### src/pkg/branch_cmp_pkg.sv
package branch_cmp_pkg;

  // ************************************************************
  // condition code bit positions
  // ************************************************************
  localparam int CC_C = 0;
  localparam int CC_V = 1;
  localparam int CC_Z = 2;
  localparam int CC_N = 3;
  localparam int CC_H = 5;

  // ************************************************************
  // software register offsets and reset values
  // ************************************************************
  localparam logic [3:0] REG_PC = 4'h0;
  localparam logic [3:0] REG_SP = 4'h1;
  localparam logic [3:0] REG_ACC_A = 4'h2;
  localparam logic [3:0] REG_ACC_B = 4'h3;
  localparam logic [3:0] REG_IDX = 4'h4;
  localparam logic [3:0] REG_CC = 4'h5;
  localparam logic [3:0] REG_STATUS = 4'h6;
  localparam logic [15:0] PC_RESET = 16'h0000;
  localparam logic [15:0] SP_RESET = 16'h0000;
  localparam logic [7:0] CC_RESET = 8'h00;
  localparam logic [7:0] CLEAR_VALUE = 8'h00;

  // ************************************************************
  // operations, targets, sequencer states
  // ************************************************************
  typedef enum logic [3:0] {
    branch_lower_or_same = 4'h0,
    branch_signed_less = 4'h1,
    branch_minus = 4'h2,
    branch_not_equal = 4'h3,
    branch_plus = 4'h4,
    branch_always = 4'h5,
    branch_never = 4'h6,
    branch_overflow_clear = 4'h7,
    branch_overflow_set = 4'h8,
    branch_to_subroutine = 4'h9,
    clear_operand = 4'hA,
    compare_byte = 4'hB,
    compare_word = 4'hC,
    ones_complement_op = 4'hD
  } op_t;

  typedef enum logic [2:0] {
    tgt_acc_a = 3'h0,
    tgt_acc_b = 3'h1,
    tgt_mem = 3'h2,
    tgt_double_acc = 3'h3,
    tgt_index = 3'h4
  } tgt_t;

  typedef enum logic [2:0] {
    st_idle = 3'h0,
    st_wait = 3'h1,
    st_fetch = 3'h2,
    st_exec = 3'h3,
    st_push_hi = 3'h4,
    st_jump = 3'h5
  } state_t;

  // one instruction request
  typedef struct packed {
    op_t op;
    logic long_form;
    tgt_t tgt;
    logic [15:0] effective_address;
    logic signed [2:0] idx_step;
  } cmd_t;

endpackage : branch_cmp_pkg

### src/core/branch_compare_flag_unit.sv
// Summary of operation
// - lower-or-same taken when carry or zero set
// - signed-less taken when negative xor overflow
// - minus taken when negative set
// - not-equal taken when zero clear
// - plus taken when negative clear
// - always branch adds offset to counter
// - never branch fetches offset, no jump
// - subroutine branch pushes low, high, jumps
// - overflow-clear taken when overflow clear
// - overflow-set taken when overflow set
// - branches never alter condition flags
// - clear writes zero, N V C clear, Z set
// - clear of memory reads address first
// - byte compare sets NZVC, writes nothing
// - compare carry is inverted carry out
// - word compare big-endian, keeps half-carry
// - word compare only steps index register
// - complement inverts, sets NZ, V=0, C=1
`timescale 1ns/100ps
`default_nettype none
module branch_compare_flag_unit (
  // clock and reset
  input wire logic mclk,
  input wire logic rst_n,
  input wire logic ce,
  // software register port
  input wire logic [3:0] sw_addr,
  input wire logic [15:0] sw_wdata,
  input wire logic sw_wr,
  input wire logic sw_rd,
  output logic [15:0] sw_rdata,
  // instruction request
  input wire logic cmd_start,
  input wire branch_cmp_pkg::cmd_t cmd_in,
  output logic busy,
  output logic done,
  // memory bus
  output logic [15:0] mem_addr,
  output logic [7:0] mem_wdata,
  output logic mem_rd,
  output logic mem_wr,
  input wire logic [7:0] mem_rdata
);

  // ************************************************************
  // state
  // ************************************************************
  branch_cmp_pkg::state_t state_reg, state_next;
  branch_cmp_pkg::cmd_t cmd_reg, cmd_next;
  logic [15:0] pc_reg, pc_next;
  logic [15:0] sp_reg, sp_next;
  logic [7:0] acc_a_reg, acc_a_next;
  logic [7:0] acc_b_reg, acc_b_next;
  logic [15:0] idx_reg, idx_next;
  logic [7:0] cc_reg, cc_next;
  logic [15:0] opnd_reg, opnd_next;
  logic left_reg, left_next;
  logic [15:0] mem_addr_reg, mem_addr_next;
  logic [7:0] mem_wdata_reg, mem_wdata_next;
  logic mem_rd_reg, mem_rd_next;
  logic mem_wr_reg, mem_wr_next;
  logic busy_reg, busy_next;
  logic done_reg, done_next;
  logic [15:0] sw_rdata_reg, sw_rdata_next;

  // ************************************************************
  // branch decision and arithmetic helpers
  // ************************************************************
  logic is_branch, in_branch, br_taken;
  logic [15:0] br_offset, br_target, br_dest;
  logic [15:0] cmp_lhs, cmp_rhs, cmp_res;
  logic cmp_borrow, cmp_ovf;
  logic [16:0] cmp_sum;
  logic [7:0] unary_src, com_res;

  function automatic logic is_br_op(input branch_cmp_pkg::op_t op);
    is_br_op = (op <= branch_cmp_pkg::branch_to_subroutine);
  endfunction : is_br_op

  always_comb begin
    logic n, z, v, c;
    n = cc_reg[branch_cmp_pkg::CC_N];
    z = cc_reg[branch_cmp_pkg::CC_Z];
    v = cc_reg[branch_cmp_pkg::CC_V];
    c = cc_reg[branch_cmp_pkg::CC_C];
    in_branch = is_br_op(cmd_reg.op);
    is_branch = is_br_op(cmd_in.op);
    br_taken = 1'b0;
    unique case (cmd_reg.op)
      branch_cmp_pkg::branch_lower_or_same: br_taken = c | z;
      branch_cmp_pkg::branch_signed_less: br_taken = n ^ v;
      branch_cmp_pkg::branch_minus: br_taken = n;
      branch_cmp_pkg::branch_not_equal: br_taken = ~z;
      branch_cmp_pkg::branch_plus: br_taken = ~n;
      branch_cmp_pkg::branch_always: br_taken = 1'b1;
      branch_cmp_pkg::branch_never: br_taken = 1'b0;
      branch_cmp_pkg::branch_overflow_clear: br_taken = ~v;
      branch_cmp_pkg::branch_overflow_set: br_taken = v;
      branch_cmp_pkg::branch_to_subroutine: br_taken = 1'b1;
      default: br_taken = 1'b0;
    endcase
    // offset added to address after the whole instruction
    br_offset = cmd_reg.long_form ? opnd_reg : {{8{opnd_reg[7]}}, opnd_reg[7:0]};
    br_target = pc_reg + br_offset;
    br_dest = br_taken ? br_target : pc_reg;
    // byte compares run in the upper half so flags come out of bit 15
    unique case (cmd_reg.tgt)
      branch_cmp_pkg::tgt_acc_a: cmp_lhs = {acc_a_reg, 8'h00};
      branch_cmp_pkg::tgt_acc_b: cmp_lhs = {acc_b_reg, 8'h00};
      branch_cmp_pkg::tgt_double_acc: cmp_lhs = {acc_a_reg, acc_b_reg};
      branch_cmp_pkg::tgt_index: cmp_lhs = idx_reg;
      default: cmp_lhs = 16'h0000;
    endcase
    cmp_rhs = (cmd_reg.op == branch_cmp_pkg::compare_word) ? opnd_reg : {opnd_reg[7:0], 8'h00};
    cmp_sum = {1'b0, cmp_lhs} + {1'b0, ~cmp_rhs} + 17'h00001;
    cmp_res = cmp_sum[15:0];
    cmp_borrow = ~cmp_sum[16];
    cmp_ovf = (cmp_lhs[15] ^ cmp_rhs[15]) & (cmp_res[15] ^ cmp_lhs[15]);
    unique case (cmd_reg.tgt)
      branch_cmp_pkg::tgt_acc_a: unary_src = acc_a_reg;
      branch_cmp_pkg::tgt_acc_b: unary_src = acc_b_reg;
      default: unary_src = opnd_reg[7:0];
    endcase
    com_res = ~unary_src;
  end

  // ************************************************************
  // next-state computation
  // ************************************************************
  always_comb begin
    state_next = state_reg;
    cmd_next = cmd_reg;
    pc_next = pc_reg;
    sp_next = sp_reg;
    acc_a_next = acc_a_reg;
    acc_b_next = acc_b_reg;
    idx_next = idx_reg;
    cc_next = cc_reg;
    opnd_next = opnd_reg;
    left_next = left_reg;
    mem_addr_next = mem_addr_reg;
    mem_wdata_next = mem_wdata_reg;
    mem_rd_next = 1'b0;
    mem_wr_next = 1'b0;
    busy_next = busy_reg;
    done_next = 1'b0;
    sw_rdata_next = sw_rdata_reg;
    // software access
    if (sw_rd) begin
      unique case (sw_addr)
        branch_cmp_pkg::REG_PC: sw_rdata_next = pc_reg;
        branch_cmp_pkg::REG_SP: sw_rdata_next = sp_reg;
        branch_cmp_pkg::REG_ACC_A: sw_rdata_next = {8'h00, acc_a_reg};
        branch_cmp_pkg::REG_ACC_B: sw_rdata_next = {8'h00, acc_b_reg};
        branch_cmp_pkg::REG_IDX: sw_rdata_next = idx_reg;
        branch_cmp_pkg::REG_CC: sw_rdata_next = {8'h00, cc_reg};
        branch_cmp_pkg::REG_STATUS: sw_rdata_next = {12'h000, busy_reg, state_reg};
        default: sw_rdata_next = 16'h0000;
      endcase
    end
    if (sw_wr) begin
      unique case (sw_addr)
        branch_cmp_pkg::REG_PC: pc_next = sw_wdata;
        branch_cmp_pkg::REG_SP: sp_next = sw_wdata;
        branch_cmp_pkg::REG_ACC_A: acc_a_next = sw_wdata[7:0];
        branch_cmp_pkg::REG_ACC_B: acc_b_next = sw_wdata[7:0];
        branch_cmp_pkg::REG_IDX: idx_next = sw_wdata;
        branch_cmp_pkg::REG_CC: cc_next = sw_wdata[7:0];
        default: ;
      endcase
    end
    // sequencer
    unique case (state_reg)
      branch_cmp_pkg::st_idle: begin
        if (cmd_start) begin
          cmd_next = cmd_in;
          busy_next = 1'b1;
          opnd_next = 16'h0000;
          if (is_branch) begin
            // offset bytes fetched from the instruction stream
            mem_rd_next = 1'b1;
            mem_addr_next = pc_reg;
            pc_next = pc_reg + 16'h0001;
            left_next = cmd_in.long_form;
            state_next = branch_cmp_pkg::st_wait;
          end else if (cmd_in.tgt == branch_cmp_pkg::tgt_mem ||
                       cmd_in.op == branch_cmp_pkg::compare_byte ||
                       cmd_in.op == branch_cmp_pkg::compare_word) begin
            mem_rd_next = 1'b1;
            mem_addr_next = cmd_in.effective_address;
            left_next = (cmd_in.op == branch_cmp_pkg::compare_word);
            state_next = branch_cmp_pkg::st_wait;
          end else begin
            state_next = branch_cmp_pkg::st_exec;
          end
        end
      end
      branch_cmp_pkg::st_wait: state_next = branch_cmp_pkg::st_fetch;
      branch_cmp_pkg::st_fetch: begin
        // each byte shifts in low; the first of two ends up high: big-endian operand
        opnd_next = {opnd_reg[7:0], mem_rdata};
        if (left_reg) begin
          mem_rd_next = 1'b1;
          mem_addr_next = mem_addr_reg + 16'h0001;
          if (in_branch) begin
            pc_next = pc_reg + 16'h0001;
          end
          left_next = 1'b0;
          state_next = branch_cmp_pkg::st_wait;
        end else begin
          state_next = branch_cmp_pkg::st_exec;
        end
      end
      branch_cmp_pkg::st_exec: begin
        state_next = branch_cmp_pkg::st_idle;
        busy_next = 1'b0;
        done_next = 1'b1;
        unique case (cmd_reg.op)
          branch_cmp_pkg::branch_to_subroutine: begin
            sp_next = sp_reg - 16'h0001;
            mem_addr_next = sp_reg - 16'h0001;
            mem_wdata_next = pc_reg[7:0];
            mem_wr_next = 1'b1;
            state_next = branch_cmp_pkg::st_push_hi;
            busy_next = 1'b1;
            done_next = 1'b0;
          end
          branch_cmp_pkg::clear_operand: begin
            cc_next[branch_cmp_pkg::CC_N] = 1'b0;
            cc_next[branch_cmp_pkg::CC_Z] = 1'b1;
            cc_next[branch_cmp_pkg::CC_V] = 1'b0;
            cc_next[branch_cmp_pkg::CC_C] = 1'b0;
            if (cmd_reg.tgt == branch_cmp_pkg::tgt_acc_a) begin
              acc_a_next = branch_cmp_pkg::CLEAR_VALUE;
            end else if (cmd_reg.tgt == branch_cmp_pkg::tgt_acc_b) begin
              acc_b_next = branch_cmp_pkg::CLEAR_VALUE;
            end else begin
              mem_wr_next = 1'b1;
              mem_wdata_next = branch_cmp_pkg::CLEAR_VALUE;
            end
          end
          branch_cmp_pkg::ones_complement_op: begin
            cc_next[branch_cmp_pkg::CC_N] = com_res[7];
            cc_next[branch_cmp_pkg::CC_Z] = (com_res == 8'h00);
            cc_next[branch_cmp_pkg::CC_V] = 1'b0;
            cc_next[branch_cmp_pkg::CC_C] = 1'b1;
            if (cmd_reg.tgt == branch_cmp_pkg::tgt_acc_a) begin
              acc_a_next = com_res;
            end else if (cmd_reg.tgt == branch_cmp_pkg::tgt_acc_b) begin
              acc_b_next = com_res;
            end else begin
              mem_wr_next = 1'b1;
              mem_wdata_next = com_res;
            end
          end
          branch_cmp_pkg::compare_byte, branch_cmp_pkg::compare_word: begin
            // half-carry left as it was; no write-back
            cc_next[branch_cmp_pkg::CC_N] = cmp_res[15];
            cc_next[branch_cmp_pkg::CC_Z] = (cmp_res == 16'h0000);
            cc_next[branch_cmp_pkg::CC_V] = cmp_ovf;
            cc_next[branch_cmp_pkg::CC_C] = cmp_borrow;
            if (cmd_reg.op == branch_cmp_pkg::compare_word) begin
              idx_next = idx_reg + {{13{cmd_reg.idx_step[2]}}, cmd_reg.idx_step};
            end
          end
          default: begin
            pc_next = br_dest;
          end
        endcase
      end
      branch_cmp_pkg::st_push_hi: begin
        sp_next = sp_reg - 16'h0001;
        mem_addr_next = sp_reg - 16'h0001;
        mem_wdata_next = pc_reg[15:8];
        mem_wr_next = 1'b1;
        state_next = branch_cmp_pkg::st_jump;
      end
      branch_cmp_pkg::st_jump: begin
        pc_next = br_target;
        state_next = branch_cmp_pkg::st_idle;
        busy_next = 1'b0;
        done_next = 1'b1;
      end
      default: begin
        state_next = branch_cmp_pkg::st_idle;
        busy_next = 1'b0;
      end
    endcase
  end

  // ************************************************************
  // registers
  // ************************************************************
  always_ff @(posedge mclk or negedge rst_n) begin
    if (!rst_n) begin
      state_reg <= branch_cmp_pkg::st_idle;
      cmd_reg <= '0;
      pc_reg <= branch_cmp_pkg::PC_RESET;
      sp_reg <= branch_cmp_pkg::SP_RESET;
      acc_a_reg <= 8'h00;
      acc_b_reg <= 8'h00;
      idx_reg <= 16'h0000;
      cc_reg <= branch_cmp_pkg::CC_RESET;
      opnd_reg <= 16'h0000;
      left_reg <= 1'b0;
      mem_addr_reg <= 16'h0000;
      mem_wdata_reg <= 8'h00;
      mem_rd_reg <= 1'b0;
      mem_wr_reg <= 1'b0;
      busy_reg <= 1'b0;
      done_reg <= 1'b0;
      sw_rdata_reg <= 16'h0000;
    end else if (ce) begin
      state_reg <= state_next;
      cmd_reg <= cmd_next;
      pc_reg <= pc_next;
      sp_reg <= sp_next;
      acc_a_reg <= acc_a_next;
      acc_b_reg <= acc_b_next;
      idx_reg <= idx_next;
      cc_reg <= cc_next;
      opnd_reg <= opnd_next;
      left_reg <= left_next;
      mem_addr_reg <= mem_addr_next;
      mem_wdata_reg <= mem_wdata_next;
      mem_rd_reg <= mem_rd_next;
      mem_wr_reg <= mem_wr_next;
      busy_reg <= busy_next;
      done_reg <= done_next;
      sw_rdata_reg <= sw_rdata_next;
    end
  end

  assign sw_rdata = sw_rdata_reg;
  assign busy = busy_reg;
  assign done = done_reg;
  assign mem_addr = mem_addr_reg;
  assign mem_wdata = mem_wdata_reg;
  assign mem_rd = mem_rd_reg;
  assign mem_wr = mem_wr_reg;

  // ************************************************************
  // checks
  // ************************************************************
  logic in_exec;
  assign in_exec = ce && (state_reg == branch_cmp_pkg::st_exec);

  lower_same_a: assert property (@(posedge mclk) disable iff (!rst_n)
    in_exec && cmd_reg.op == branch_cmp_pkg::branch_lower_or_same
    |-> br_taken == (cc_reg[branch_cmp_pkg::CC_C] | cc_reg[branch_cmp_pkg::CC_Z]))
    else $error("lower-or-same decision wrong");
  signed_less_a: assert property (@(posedge mclk) disable iff (!rst_n)
    in_exec && cmd_reg.op == branch_cmp_pkg::branch_signed_less
    |-> br_taken == (cc_reg[branch_cmp_pkg::CC_N] ^ cc_reg[branch_cmp_pkg::CC_V]))
    else $error("signed-less decision wrong");
  minus_plus_a: assert property (@(posedge mclk) disable iff (!rst_n)
    in_exec && (cmd_reg.op == branch_cmp_pkg::branch_minus ||
                cmd_reg.op == branch_cmp_pkg::branch_plus)
    |-> br_taken == (cc_reg[branch_cmp_pkg::CC_N] ^
                     (cmd_reg.op == branch_cmp_pkg::branch_plus)))
    else $error("sign branch decision wrong");
  not_equal_a: assert property (@(posedge mclk) disable iff (!rst_n)
    in_exec && cmd_reg.op == branch_cmp_pkg::branch_not_equal
    |-> br_taken != cc_reg[branch_cmp_pkg::CC_Z])
    else $error("not-equal decision wrong");
  overflow_br_a: assert property (@(posedge mclk) disable iff (!rst_n)
    in_exec && (cmd_reg.op == branch_cmp_pkg::branch_overflow_set ||
                cmd_reg.op == branch_cmp_pkg::branch_overflow_clear)
    |-> br_taken == (cc_reg[branch_cmp_pkg::CC_V] ^
                     (cmd_reg.op == branch_cmp_pkg::branch_overflow_clear)))
    else $error("overflow branch decision wrong");
  branch_pc_a: assert property (@(posedge mclk) disable iff (!rst_n)
    in_exec && in_branch && cmd_reg.op != branch_cmp_pkg::branch_to_subroutine && !sw_wr
    |=> pc_reg == $past(br_dest) && done_reg)
    else $error("branch counter update wrong");
  subr_push_a: assert property (@(posedge mclk) disable iff (!rst_n)
    in_exec && cmd_reg.op == branch_cmp_pkg::branch_to_subroutine && !sw_wr
    ##1 ce[*2]
    |-> mem_wr_reg && mem_wdata_reg == pc_reg[15:8] && mem_addr_reg == sp_reg
        && $past(mem_wr_reg) && $past(mem_addr_reg) == sp_reg + 16'h0001)
    else $error("subroutine stacking order wrong");
  flags_kept_a: assert property (@(posedge mclk) disable iff (!rst_n)
    busy_reg && in_branch && !sw_wr |=> $stable(cc_reg))
    else $error("branch altered flags");
  clear_flags_a: assert property (@(posedge mclk) disable iff (!rst_n)
    in_exec && cmd_reg.op == branch_cmp_pkg::clear_operand && !sw_wr
    |=> cc_reg[3:0] == 4'h4 && $stable(cc_reg[branch_cmp_pkg::CC_H]))
    else $error("clear flags wrong");
  cmp_borrow_a: assert property (@(posedge mclk) disable iff (!rst_n)
    in_exec && cmd_reg.op == branch_cmp_pkg::compare_byte && !sw_wr
    |=> cc_reg[branch_cmp_pkg::CC_C] == ($past(cmp_lhs[15:8]) < $past(opnd_reg[7:0])))
    else $error("compare borrow wrong");
  com_flags_a: assert property (@(posedge mclk) disable iff (!rst_n)
    in_exec && cmd_reg.op == branch_cmp_pkg::ones_complement_op && !sw_wr
    |=> cc_reg[branch_cmp_pkg::CC_C] && !cc_reg[branch_cmp_pkg::CC_V])
    else $error("complement flags wrong");

endmodule : branch_compare_flag_unit
`default_nettype wire

### config.mk
export PLATFORM = sky130hd
export DESIGN_NAME = branch_compare_flag_unit
export DESIGN_NICKNAME = d
export VERILOG_FILES = /design/src/pkg/branch_cmp_pkg.sv /design/src/core/branch_compare_flag_unit.sv
export SDC_FILE = /design/constraint.sdc
export NUM_CORES = 1
export LEC_CHECK = 0
export BUFFER_PORTS_ARGS = -buffer_cell sky130_fd_sc_hd__clkbuf_2
export CORE_MARGIN = 5
export CORE_UTILIZATION = 30
export CTS_CLUSTER_SIZE = 20
export DETAILED_ROUTE_END_ITERATION = 12
export PLACE_DENSITY = 0.57
export SLEW_MARGIN = 20
export SYNTH_ARGS = -nofsm -noshare
export SYNTH_HDL_FRONTEND = slang
export SYNTH_SLANG_ARGS = --single-unit
export TNS_END_PERCENT = 5
### constraint.sdc
create_clock -name mclk -period 9.75 [get_ports mclk]
set_input_delay 1.95 -clock mclk [delete_from_list [all_inputs] [get_ports mclk]]
set_output_delay 1.95 -clock mclk [all_outputs]
set_load 0.05 [all_outputs]
## Word-level counts from Yosys, hierarchy flattened

Cells that the tools add are included.
W data, S select, Z words.

| word-level totals | value |
|---|---|
| register bits after elaboration | 147 |
| input bits | 61 |
| output and inout port bits | 44 |
| logic and storage cells | 187 |

| cells by class | value |
|---|---|
| add/sub/neg operators | 7 |
| $lt $le $gt $ge | 2 |
| equality and inequality tests | 39 |
| muxes and demuxes | 80 |
| bitwise gates (word level) | 12 |
| reductions and logical operators | 26 |

Operators by type and width:

| cell | number |
|---|---|
| $mux W16 | 24 |
| $pmux W16 S4 | 3 |
| $mux W8 | 16 |
| $pmux W16 S7 | 1 |
| $pmux W16 S2 | 2 |
| $pmux W8 S2 | 4 |
| $add A16 B1 Y16 const B | 2 |
| $add A16 B16 Y16 | 2 |
| $eq A4 B4 Y1 const B | 8 |
| $eq A4 B3 Y1 const B | 6 |
| $pmux W8 S3 | 1 |
| $ne A3 B3 Y1 const B | 6 |
| $add A16 B16 Y17 | 1 |
| $add A17 B1 Y17 const B | 1 |
| $eq A4 B2 Y1 const B | 4 |
| $logic_not A16 Y1 | 1 |
| $not A16 Y16 | 1 |
| $sub A16 B1 Y16 const B | 1 |
| $pmux W3 S5 | 1 |
| $eq A3 B2 Y1 const B | 4 |
| $mux W1 | 12 |
| $mux W4 | 3 |
| $pmux W4 S3 | 1 |
| $reduce_and A3 Y1 | 4 |
| other kinds (30) | 57 |

## Depth between registers and ports, before layout

| logic depth | value |
|---|---|
| word-level depth | 9 |
| gate-level depth with buffers | 15 |
| gate-level depth less buffers | 13 |

## Worst setup path after synthesis

Ideal clock, no wire load.

| path | value |
|---|---|
| kind | input -> register |
| start point | in cmd_in[24] (netlist name) |
| end point | reg pc_reg[2] |
| setup time | 0.130 ns |
| data arrival time | 3.411 ns |
| required time | 9.620 ns |
| path slack | 6.209 ns |
| stages on the path | 9 |
| buffers on the path | 2 |
| cell sequence | o21ai_4 a32oi_1 nand2b_1 buf_4 a21oi_4 nor2_2 buf_6 a222oi_1 o21ai_1 |

| between the ends | value |
|---|---|
| cells in the longest elaborated chain, start to end | 4 |

Ends and longest elaborated chain:

| item | line | RTL |
|---|---|---|
| start: declaration | branch_compare_flag_unit.sv:35 | `input wire branch_cmp_pkg::cmd_t cmd_in,` |
| $le A4 B4 Y1 | branch_compare_flag_unit.sv:78 | `is_br_op = (op <= branch_cmp_pkg::branch_to_subroutine);` |
| $mux W16 | branch_compare_flag_unit.sv:180 | `if (is_branch) begin` |
| $mux W16 | branch_compare_flag_unit.sv:176 | `if (cmd_start) begin` |
| $pmux W16 S4 | branch_compare_flag_unit.sv:174 | `unique case (state_reg)` |
| end signal: assignment | branch_compare_flag_unit.sv:299 | `pc_reg <= branch_cmp_pkg::PC_RESET;` |
| end signal: assignment | branch_compare_flag_unit.sv:317 | `pc_reg <= pc_next;` |
| end: declaration | branch_compare_flag_unit.sv:51 | `logic [15:0] pc_reg, pc_next;` |

Every way passes these cells.
A chain may end at the register's enable or synchronous reset.

## Worst setup path in the final report

| path | value |
|---|---|
| start point | in cmd_in[24] (netlist name) |
| end point | reg pc_reg[15] |

Same word-level chain as after synthesis.

==> flow_summary.json <==
{
  "status": "finished, final reports clean",
  "synth_nets": 1481,
  "cts_hold_buf": 0,
  "htree_levels": 4,
  "reg2reg_from": "cmd_reg[19]$_DFFE_PN0P_",
  "dieArea_mm2": 0.0418,
  "vias": 11269,
  "start_util_pct": 30.3,
  "grt_max_degree": 90,
  "hold_violations": 0,
  "clockRootBuffer": "clkbuf_16",
  "syn-cell-area_mm2": 0.0114,
  "critPathSlowestCell": "o21ai_4",
  "core-area_mm2": 0.0375,
  "grt_pass1_vias": 10552,
  "area_delta_synth_final_pct": 12.5,
  "grt_pass1_wl_mm": 65.6,
  "synth-seq-cells": 147,
  "antenna_found_initial": 0,
  "final_common_cell": "nand2_1",
  "synthCells": 1369,
  "place_hpwl_mm": 32.7,
  "post-place-ws_ps": 5220,
  "critical_path_required_ps": 10090,
  "firstDrtPassIters": 7,
  "clk_path_buf_depth": 2,
  "netlist-cell-type-count": 82,
  "ant_nets": 0,
  "finClkSkew_ps": 13.1,
  "max_freq_mhz": 241,
  "die_x_um": 205,
  "post-cts-setup-buffer-count": 0,
  "avgSynthCellArea_um2": 8.29,
  "fp.dieH_um": 205,
  "drt_wl_total_mm": 43.4,
  "max-vdd-ir-drop_uv": 123,
  "min_path_type": "reg -> reg",
  "drive_gt1_share_pct": 14.1,
  "p_per_area_mw_per_mm2": 353,
  "drc": 0,
  "hold_path_depth": 2,
  "synth_flop_cell": "dfrtp_1",
  "clkLatencyLatePin_ps": 450,
  "crit_chain": "clkbuf_2, o21ai_4, a32oi_1, nand2b_1, a21oi_4, o21bai_1, nand2_1, o221ai_1, a21o_1",
  "p_leak_nw": 5.34,
  "min_to": "sw_rdata[10]$_DFFE_PN0P_",
  "portBuffers": 104,
  "crit_path_max_incr_delay_ps": 690,
  "ctsResizeCount": 0,
  "critical_path_peak_fanout": 17,
  "numClockSinks": 147,
  "maxSlewViolCount": 0,
  "max-cap-violations": 0,
  "viasPerCell": 5.83,
  "cp-end-kind": "flip-flop",
  "cts_tree": "yes",
  "grt_util_all_layers_pct": 20.3,
  "num_rows": 71,
  "timing.rr.end": "cc_reg[2]$_DFFE_PN0P_",
  "worstMarginPinSlew_ps": 1030,
  "ys_warn_count": 0,
  "hold_start": "sw_rdata[10]$_DFFE_PN0P_",
  "synth-edff-count": 0,
  "rrSetupSlack_ps": 5910,
  "worst_setup_path_start_kind": "input pin",
  "pin_count": 105,
  "min_period_over_period_pct": 42.5,
  "nets": 1522,
  "gp_congestion": 0.955,
  "fin_crit_ps": 4140,
  "antenna_cells": 0,
  "async_flop_share_pct": 100,
  "rsz0062_at_grt": "no",
  "crit_type": "in -> reg",
  "slew_headroom_pct": 31.4,
  "startpoint": "cmd_in[24]",
  "yosysSeqAreaShare_pct": 32.4,
  "grt.overflow.total": 0,
  "setup_violations": 0,
  "setup_tns_ps": 0,
  "r2r_cells": 11,
  "arrival_ps": 4480,
  "cts_made_buffers": 17,
  "clkTransAtPathRegs_ps": 60,
  "wl_per_cell_um": 22.4,
  "drt_iter0_drc": 1189,
  "final_cell_mix": "nand2_1, dfrtp_1, o21ai_0, a21oi_1, clkbuf_2",
  "layout_setup_ws_ps": 5610
}
==> per-layer routing <==
layer  track usage [%]  share of wire [%]
met1              29.0                 45
met2              31.5                 44
met3              3.82                8.5
met4              5.72                2.8
met5                 0                  0
==> where the power goes <==
part           internal [mW]  switching, mW
clock network          0.384          0.291
logic                  0.983           1.48
registers              0.840          0.534
total                   2.21           2.31
==> synth_stat cells, types with 8 or more instances <==
cell | count | area share [%]
nand2_1 | 162 | 5.4
dfrtp_1 | 147 | 32
o21ai_0 | 129 | 5.7
a21oi_1 | 115 | 5.1
nor2_1 | 99 | 3.3
clkbuf_1 | 57 | 1.9
ha_1 | 49 | 5.4
mux2i_1 | 43 | 3.8
nand3_1 | 41 | 1.8
xnor2_1 | 39 | 3.0
a22oi_1 | 35 | 2.3
mux2_2 | 30 | 3.0
o22ai_1 | 30 | 1.7
a22o_1 | 29 | 2.2
nor2b_1 | 25 | 1.4
buf_2 | 24 | 1.1
inv_1 | 24 | 0.79
nor3_1 | 24 | 1.1
a31oi_1 | 17 | 0.94
nand2b_1 | 17 | 0.94
xor2_1 | 16 | 1.2
o21ai_1 | 13 | 0.57
o32ai_1 | 13 | 1.0
a222oi_1 | 12 | 1.1
and3_1 | 12 | 0.66
a21o_1 | 10 | 0.66
and2_1 | 9 | 0.50
o21a_1 | 9 | 0.59
or3_1 | 9 | 0.50
a211oi_1 | 8 | 0.53
==> cell type report <==
type,count,area [µm²]
Clock buffer,20,447
Clock inverter,12,129
Fill cell,3998,24700
Inverter,24,90.1
Multi-Input combinational cell,1105,7180
Sequential cell,147,3680
Tap cell,511,639
Timing Repair Buffer,115,613
==> metrics by stage <==
step / utilization [%] / instance area [µm²] / power, mW / hold WS (ps) / std cells
after floorplan: - / 11400 / 3.05 / 480 / 1369
after global placement: 32.5 / 12200 / 3.73 / 461 / 1901
after detailed placement: 32.5 / 12200 / 3.78 / 470 / 1901
after CTS: 34.1 / 12800 / 4.47 / 485 / 1933
after global routing: 34.1 / 12800 / 4.81 / 508 / 1934
final: 34.1 / 12800 / 4.51 / 476 / 1934
==> how the worst max path moves through the flow <==
stage                                        end  slack (ps)  depth (start not counted)
after floorplan            pc_reg[2]$_DFFE_PN0P_        6210                          9
after global placement    pc_reg[15]$_DFFE_PN0P_        5310                          9
after detailed placement  pc_reg[15]$_DFFE_PN0P_        5220                          9
after CTS                 pc_reg[15]$_DFFE_PN0P_        5690                          9
after global routing      pc_reg[15]$_DFFE_PN0P_        5450                          9
final                     pc_reg[15]$_DFFE_PN0P_        5610                          9
==> kinds of logic (layout without fill, tap and decap cells) <==
| family | count (synthesis) | in the layout | share of synthesized area, % |
|---|---|---|---|
| DFF | 147 | 147 | 32.4 |
| xor gates and xnor gates | 55 | 55 | 4.24 |
| adders and majority gates | 51 | 51 | 5.75 |
| AOI/OAI and AO/OA | 479 | 479 | 27.1 |
| muxes | 74 | 74 | 6.96 |
| and+or+nand+nor | 446 | 446 | 19.1 |
| buffers and inverters | 117 | 171 | 4.40 |
==> critical path, delay by kind of cell <==
| family | cells | cell delay (ps) |
|---|---|---|
| and+or+nand+nor | 2 | 560 |
| AOI/OAI and AO/OA | 6 | 1820 |
| buffers and inverters | 1 | 120 |
(Power assumes the default switching activity.)
